===== config.mk =====
export PLATFORM = sky130hd
export DESIGN_NAME = hwmsc_top
export DESIGN_NICKNAME = d
export VERILOG_FILES = /design/src/inc/hwmsc_pkg.sv /design/src/logic/hwmsc_sync.sv /design/src/logic/hwmsc_top.sv
export SDC_FILE = /design/constraint.sdc
export NUM_CORES = 1
export LEC_CHECK = 0
export BUFFER_PORTS_ARGS = -buffer_cell sky130_fd_sc_hd__buf_2
export CORE_ASPECT_RATIO = 2
export CORE_UTILIZATION = 44
export CTS_BUF_LIST = sky130_fd_sc_hd__clkbuf_4 sky130_fd_sc_hd__clkbuf_8
export DETAILED_ROUTE_END_ITERATION = 7
export MAX_ROUTING_LAYER = met4
export PLACE_DENSITY_LB_ADDON = 0.08
export REMOVE_ABC_BUFFERS = 1
export SYNTH_ARGS = -nofsm -noshare
export SYNTH_HDL_FRONTEND = slang
export SYNTH_SLANG_ARGS = --single-unit

===== constraint.sdc =====
create_clock -name clk_sys -period 1.1 [get_ports clk_sys]
set_input_delay 0.22 -clock clk_sys [delete_from_list [all_inputs] [get_ports clk_sys]]
set_output_delay 0.22 -clock clk_sys [all_outputs]
set_load 0.01 [all_outputs]

===== src/inc/hwmsc_pkg.sv =====
// constants for the monitor special-configuration register bank
package hwmsc_pkg;
  localparam logic [7:0] ADDR_TEST_VALUE = 8'h4C;
  localparam logic [7:0] ADDR_SPECIAL = 8'h4F;
  localparam logic [7:0] ADDR_VOLT_ID = 8'h47;
  localparam logic [7:0] RESET_TEST_VALUE = 8'h00;
  localparam logic [7:0] RESET_SPECIAL = 8'h00;
  localparam logic [7:0] SPECIAL_WR_MASK = 8'h3F;
  localparam int BIT_SHUTDOWN = 0;
  localparam int BIT_CYCLE_MON = 1;
  localparam int BIT_ALERT_EN = 2;
  localparam int BIT_VOLT_ALERT = 3;
  localparam int BIT_OFS_INTERNAL = 4;
  localparam int BIT_LOW_AVG = 5;
  localparam int BIT_RESTART_SEL = 7;
  localparam logic [7:0] AVG_DIODE_FULL = 8'd128;
  localparam logic [7:0] AVG_OTHER_FULL = 8'd8;
  localparam logic [7:0] AVG_DIODE_LOW = 8'd16;
  localparam logic [7:0] AVG_OTHER_LOW = 8'd1;
  typedef enum logic [1:0] {
    HWMSC_PIN_ADDR = 2'b00,
    HWMSC_PIN_RESTART = 2'b01,
    HWMSC_PIN_ALERT = 2'b10
  } hwmsc_pin_t;
endpackage


===== src/logic/hwmsc_sync.sv =====
// two-flop synchroniser for pin-level inputs
module hwmsc_sync #(
  parameter int W = 1
) (
  // clock and reset
  input wire logic clk_sys,
  input wire logic rst_n,
  // data
  input wire logic [W-1:0] d,
  output logic [W-1:0] q
);
  logic [W-1:0] meta_r;
  always_ff @(posedge clk_sys or negedge rst_n) begin
    if (!rst_n) begin
      meta_r <= '0;
      q <= '0;
    end else begin
      meta_r <= d;
      q <= meta_r;
    end
  end
endmodule


===== src/logic/hwmsc_top.sv =====
// special-function and test-value register bank of the hardware monitor
//
// Behaviour
// [RULE1] test-value register at 4C, reads/writes, resets zero, feeds digital test mode
// [RULE2] special bit 0: 0 sleep, 1 shutdown low-power state
// [RULE3] special bit 1: 0 continuous monitoring, 1 cycle monitoring
// [RULE4] bit 2 zero: pin is address/restart per voltage-ID bit 7; one: alert
// [RULE5] bit 3 one: voltage at or over limit drives alert low
// [RULE6] bit 4: 0 offset to external diodes, 1 to internal channel
// [RULE7] bit 5 zero: 128 diode samples, 8 for voltage and internal
// [RULE8] bit 5 one: 16 diode samples, voltage and internal unaveraged
// [RULE9] reserved bits 7:6 read-only zero
// [RULE10] voltage-ID bit 7: 0 address lsb pin, 1 restart output
module hwmsc_top (
  // clock and reset
  input wire logic clk_sys,
  input wire logic nrst,
  // register port from the serial slave logic
  input wire logic [7:0] reg_addr,
  input wire logic reg_wr,
  input wire logic [7:0] reg_wdata,
  input wire logic reg_rd,
  output logic [7:0] reg_rdata,
  output logic reg_hit,
  // status from the monitor core
  input wire logic volt_over_limit,
  input wire logic temp_over_limit,
  input wire logic restart_pulse,
  input wire logic digital_test_mode,
  // shared pin, open drain style: oe low means driving
  input wire logic shared_pin_in,
  output logic shared_pin_out,
  output logic shared_pin_oe_n,
  // configuration to the monitor core
  output logic low_power_shutdown,
  output logic cycle_monitor,
  output logic offset_internal,
  output logic [7:0] diode_avg_count,
  output logic [7:0] other_avg_count,
  output logic [7:0] test_value,
  output logic test_value_active,
  output logic address_lsb,
  output logic over_limit_alert
);
  ////////////////////////////////////////////////////////////////////////////
  // reset release
  logic rst_meta_r;
  logic rst_n_r;
  always_ff @(posedge clk_sys or negedge nrst) begin
    if (!nrst) begin
      rst_meta_r <= 1'b0;
      rst_n_r <= 1'b0;
    end else begin
      rst_meta_r <= 1'b1;
      rst_n_r <= rst_meta_r;
    end
  end

  ////////////////////////////////////////////////////////////////////////////
  // pin inputs through two flops
  logic [2:0] sync_q;
  hwmsc_sync #(.W(3)) u_sync (
    .clk_sys(clk_sys),
    .rst_n(rst_n_r),
    .d({shared_pin_in, temp_over_limit, volt_over_limit}),
    .q(sync_q)
  );
  logic pin_in_s;
  logic temp_s;
  logic volt_s;
  assign pin_in_s = sync_q[2];
  assign temp_s = sync_q[1];
  assign volt_s = sync_q[0];

  ////////////////////////////////////////////////////////////////////////////
  // registers
  logic [7:0] test_value_r;
  logic [7:0] special_r;
  logic restart_sel_r;
  logic wr_test;
  logic wr_special;
  logic wr_vid;
  assign wr_test = reg_wr && (reg_addr == hwmsc_pkg::ADDR_TEST_VALUE);
  assign wr_special = reg_wr && (reg_addr == hwmsc_pkg::ADDR_SPECIAL);
  assign wr_vid = reg_wr && (reg_addr == hwmsc_pkg::ADDR_VOLT_ID);

  always_ff @(posedge clk_sys or negedge rst_n_r) begin
    if (!rst_n_r) begin
      test_value_r <= hwmsc_pkg::RESET_TEST_VALUE;
    end else if (wr_test) begin
      test_value_r <= reg_wdata; // RULE1
    end
  end

  // reserved bits never store, so they read zero
  always_ff @(posedge clk_sys or negedge rst_n_r) begin
    if (!rst_n_r) begin
      special_r <= hwmsc_pkg::RESET_SPECIAL;
    end else if (wr_special) begin
      special_r <= reg_wdata & hwmsc_pkg::SPECIAL_WR_MASK; // RULE9
    end
  end

  // only the pin-select bit of the voltage-ID register lives here
  always_ff @(posedge clk_sys or negedge rst_n_r) begin
    if (!rst_n_r) begin
      restart_sel_r <= 1'b0;
    end else if (wr_vid) begin
      restart_sel_r <= reg_wdata[hwmsc_pkg::BIT_RESTART_SEL]; // RULE10
    end
  end

  ////////////////////////////////////////////////////////////////////////////
  // read path, registered
  logic [7:0] rdata_nxt;
  logic hit_nxt;
  always_comb begin
    rdata_nxt = 8'h00;
    hit_nxt = 1'b1;
    if (reg_addr == hwmsc_pkg::ADDR_TEST_VALUE) begin
      rdata_nxt = test_value_r; // RULE1
    end else if (reg_addr == hwmsc_pkg::ADDR_SPECIAL) begin
      rdata_nxt = special_r & hwmsc_pkg::SPECIAL_WR_MASK; // RULE9
    end else if (reg_addr == hwmsc_pkg::ADDR_VOLT_ID) begin
      rdata_nxt = {restart_sel_r, 7'h00};
    end else begin
      hit_nxt = 1'b0;
    end
  end

  always_ff @(posedge clk_sys or negedge rst_n_r) begin
    if (!rst_n_r) begin
      reg_rdata <= 8'h00;
      reg_hit <= 1'b0;
    end else if (reg_rd) begin
      reg_rdata <= rdata_nxt;
      reg_hit <= hit_nxt;
    end
  end

  ////////////////////////////////////////////////////////////////////////////
  // configuration outputs
  assign low_power_shutdown = special_r[hwmsc_pkg::BIT_SHUTDOWN]; // RULE2
  assign cycle_monitor = special_r[hwmsc_pkg::BIT_CYCLE_MON]; // RULE3
  assign offset_internal = special_r[hwmsc_pkg::BIT_OFS_INTERNAL]; // RULE6
  assign test_value = test_value_r;
  assign test_value_active = digital_test_mode; // RULE1

  // averaging depth handed to the conversion sequencer
  always_comb begin
    if (special_r[hwmsc_pkg::BIT_LOW_AVG]) begin
      diode_avg_count = hwmsc_pkg::AVG_DIODE_LOW; // RULE8
      other_avg_count = hwmsc_pkg::AVG_OTHER_LOW; // RULE8
    end else begin
      diode_avg_count = hwmsc_pkg::AVG_DIODE_FULL; // RULE7
      other_avg_count = hwmsc_pkg::AVG_OTHER_FULL; // RULE7
    end
  end

  ////////////////////////////////////////////////////////////////////////////
  // shared pin function
  hwmsc_pkg::hwmsc_pin_t pin_mode;
  always_comb begin
    if (special_r[hwmsc_pkg::BIT_ALERT_EN]) begin
      pin_mode = hwmsc_pkg::HWMSC_PIN_ALERT; // RULE4
    end else if (restart_sel_r) begin
      pin_mode = hwmsc_pkg::HWMSC_PIN_RESTART; // RULE4
    end else begin
      pin_mode = hwmsc_pkg::HWMSC_PIN_ADDR; // RULE4
    end
  end

  logic alert_nxt;
  assign alert_nxt = temp_s || (special_r[hwmsc_pkg::BIT_VOLT_ALERT] && volt_s); // RULE5

  logic alert_r;
  logic drive_low_r;
  logic addr_r;
  always_ff @(posedge clk_sys or negedge rst_n_r) begin
    if (!rst_n_r) begin
      alert_r <= 1'b0;
      drive_low_r <= 1'b0;
    end else begin
      alert_r <= alert_nxt;
      case (pin_mode)
        hwmsc_pkg::HWMSC_PIN_ALERT: begin
          drive_low_r <= alert_nxt; // RULE5
        end
        hwmsc_pkg::HWMSC_PIN_RESTART: begin
          drive_low_r <= restart_pulse; // RULE4
        end
        default: begin
          drive_low_r <= 1'b0;
        end
      endcase
    end
  end

  // address bit sampled only while the pin is an input
  always_ff @(posedge clk_sys or negedge rst_n_r) begin
    if (!rst_n_r) begin
      addr_r <= 1'b0;
    end else if (pin_mode == hwmsc_pkg::HWMSC_PIN_ADDR) begin
      addr_r <= pin_in_s; // RULE4
    end
  end

  assign shared_pin_out = 1'b0;
  assign shared_pin_oe_n = ~drive_low_r;
  assign over_limit_alert = alert_r;
  assign address_lsb = addr_r;
endmodule

==> flow_summary_export.csv <==
group,metric,value,unit
clocking,cts_sinks,35,
floorplan,die_h,84.9,um
drt,wl_met3,171,um
synthesis,ys_types,26,
power,p_per_area,1320,nW/um^2
timing,tns,-9790,ps
setup_path,critPathMaxFanout,6,
power,power_leakage,1.13,nW
setup_path,cp.required,1280,ps
cells_and_area,drive_gt1_share,53.9,%
min_path,hold_end,"u_sync.meta_r[0]",
synthesis,syn_inst,110,
clocking,cts_htree_levels,2,
cells_and_area,post-route-util,62.8,%
timing,min_period,1650,ps
synthesis,synth_top_area_share,58.0,%
drt,dr.first_iter.drc_count,32,
power,p_sw_share,23.6,%
drt,firstDrtPassIters,8,
global_route,grt_overflow,0,
setup_path,worst-setup-path-type,"input port to flop",
min_path,hold_depth,1,
cells_and_area,fillers,277,
floorplan,coreArea,3230,sq um
power,seqPwrFrac,51.2,%
setup_path,cp_num_buf_inv,2,
run,max_cap_viol_count,0,
drt,ant_nets,0,
synthesis,yosys_warnings,0,
drt,wl,3420,um
power,power.switching,630,uW
setup_path,cp-start-kind,"input port",
drt,routed.top_layer,"met4",
setup_path,cpMaxStageDelayCell,"or4b_4",
place,dp_hpwl,2430,um
min_path,hp-start,"volt_over_limit",
global_route,antenna_found_initial,0,
run_status,outcome,"finished with violations",
synthesis,syn_area,1510,sq um
timing,hold_viol,0,
drt,num_vias,1087,
setup_path,cp.arrival,1820,ps
global_route,grt_pass1_vias,1205,
timing,whs,33.9,ps
synthesis,yosysSeqAreaShare,58.0,%
synthesis,syn_area_per_cell,13.7,sq um
clocking,cts_root_buffer,"clkbuf_8",
floorplan,rows,29,
timing,grt_setup_unrepaired,"true",
clocking,cts.path.max_buffers,2,
cells_and_area,diodes,0,
clocking,cts_tree,"built",
place,io_buffers,50,
run_status,violations,"design-rule violations, negative setup slack",
synthesis,ys_ff_latch,35,
timing,slew_violations,0,
floorplan,die_w,43.4,um
setup_path,rr_endpoint,"address_lsb",
synthesis,synthTopCellsByArea,"dfrtp_1, buf_4, mux2_4, mux2_2, a221o_1",
timing,fin_worst_skew,5.50,ps
timing,fmax,608,MHz
setup_path,path_cells,"buf_6, or4b_4, or4_4, buf_8, mux2_4",
drt,route.met2.wl,1800,um
power,power,2.67,mW
floorplan,start_util,46.8,%
timing,layout_setup_ws,-545,ps
drt,drt-met1-wl,1330,um
power,peakVddDrop,0.00104,V
clocking,cts_made_buffers,5,
floorplan,dieArea,3680,sq um
global_route,grt_pass1_wl,5540,um
setup_path,endpoint_kind,"flop",
clocking,clkLatencyLatePin,290,ps
setup_path,crit_family,"simple AND/OR/NAND/NOR gates",
power,power.internal,2.04,mW
power,p_clk_share,38.5,%
place,place_congestion,0.893,
cells_and_area,synthToLayoutAreaGrowth,34.2,%
clocking,path_clk_slew,70,ps
timing,setup_viol,24,
drt,wl_per_cell,16.2,um
global_route,grt_use_total,21.6,%
min_path,min_path_type,"input port to flop",
setup_path,reg2reg_slack,110,ps
setup_path,timing.rr.start,"special_r[2]",
power,p_comb_share,10.2,%
synthesis,synth.largest_area_cell,"dfrtp_1",
place,dp_cells,198,
drt,via_per_inst,5.15,
cells_and_area,finalNonFillerCells,211,
drt,drc,8,
global_route,grt_max_degree,34,
timing,min_period_over_period,150,%
setup_path,cp_slowest_stage_delay,530,ps
floorplan,pin_count,66,
cells_and_area,finalNetCount,204,
setup_path,reg2reg_depth,2,
[registers in the layout, indices dropped and copies added, names as in the netlist, 3 cells and up]
register and count:
u_sync.q 3, test_value 8, special_r 6, reg_rdata 8
u_sync.meta_r 3
[cells in the final DEF (no fill, tap or decap), types with 2 or more instances in the layout]
master / instances
mux2_4: 14
inv_1: 3
buf_6: 5
and4_1: 3
dfrtp_1: 35
nand2_1: 3
buf_4: 14
nor2b_1: 4
nor2_1: 2
nand3_1: 3
a221o_1: 7
clkbuf_8: 7
mux2_2: 2
buf_2: 48
conb_1: 14
[power by group through the flow]
stage | Clock (mW) | Combinational [mW] | Sequential, mW
floorplan | 0 | 0.0822 | 1.42
global placement | 0 | 0.237 | 1.39
detailed placement | 0 | 0.244 | 1.39
CTS | 1.07 | 0.264 | 1.37
global route | 1.12 | 0.296 | 1.37
finish | 1.03 | 0.273 | 1.37
[Yosys cell counts, drive strengths merged]
cell	number
nand3	3
nor3b	1
a221o	7
nor2	2
and4b	1
and3	2
dfrtp	35
clkbuf	1
o2bb2ai	1
buf	18
a22o	1
a21o	1
inv	3
nor2b	4
o21ai	1
or4b	1
nor3	1
conb	2
and4	3
a21boi	1
or4	1
nor4b	1
mux2	16
nand2	3
[cell type report]
type	instances	area [sq um]	area share (%)
flip-flops and latches	35	876	43.2
multi-input cells	65	571	28.1
repair buffers	69	427	21.0
clock buffers	7	96.3	4.75
well taps	31	38.8	1.91
inverters	3	11.3	0.556
clock inverters	1	7.51	0.370
[stage by stage]
step	instance area [sq um]	worst slack [ps]
2_1_floorplan	1410	-830
3_3_place_gp	1810	-866
3_5_place_dp	1810	-893
4_1_cts	2000	-526
5_1_grt	2030	-550
6_report	2030	-545
[worst max path at each step]
stage,end,start,cells past startpoint,slack (ps)
2_1_floorplan,test_value[0],reg_addr[5],3,-830
3_3_place_gp,test_value[3],reg_addr[5],5,-870
3_5_place_dp,test_value[1],reg_addr[5],5,-890
4_1_cts,test_value[1],reg_addr[5],5,-530
5_1_grt,test_value[7],reg_addr[5],5,-550
6_report,test_value[1],reg_addr[5],5,-550
[logic make-up after synthesis]
| logic type | count (synthesis) | share of synthesized area (%) |
|---|---|---|
| AOI/OAI and AO/OA | 12 | 7.13 |
| buffers and inverters | 22 | 10.2 |
| DFF | 35 | 58.0 |
| muxes | 16 | 13.9 |
| other | 2 | 0.497 |
| and+or+nand+nor | 23 | 10.3 |
[metal layers]
| layer | up-vias | global-route usage [%] |
|---|---|---|
| li1 | 498 | - |
| met1 | 526 | 24.7 |
| met2 | 53 | 33.6 |
| met3 | 10 | 4.68 |
| met4 | 0 | 13.1 |
| met5 | - | - |
[what timing repair did]
item                                   in CTS  in global routing
pin swaps                                   2                  1
gates resized for setup                    17                  2
setup endpoints to repair                  24                 28
buffers inserted                            1                  4
hold buffers                                1                  0
endpoints found under the hold margin       2                  0
No activity file was read; power rests on OpenSTA's default activity.
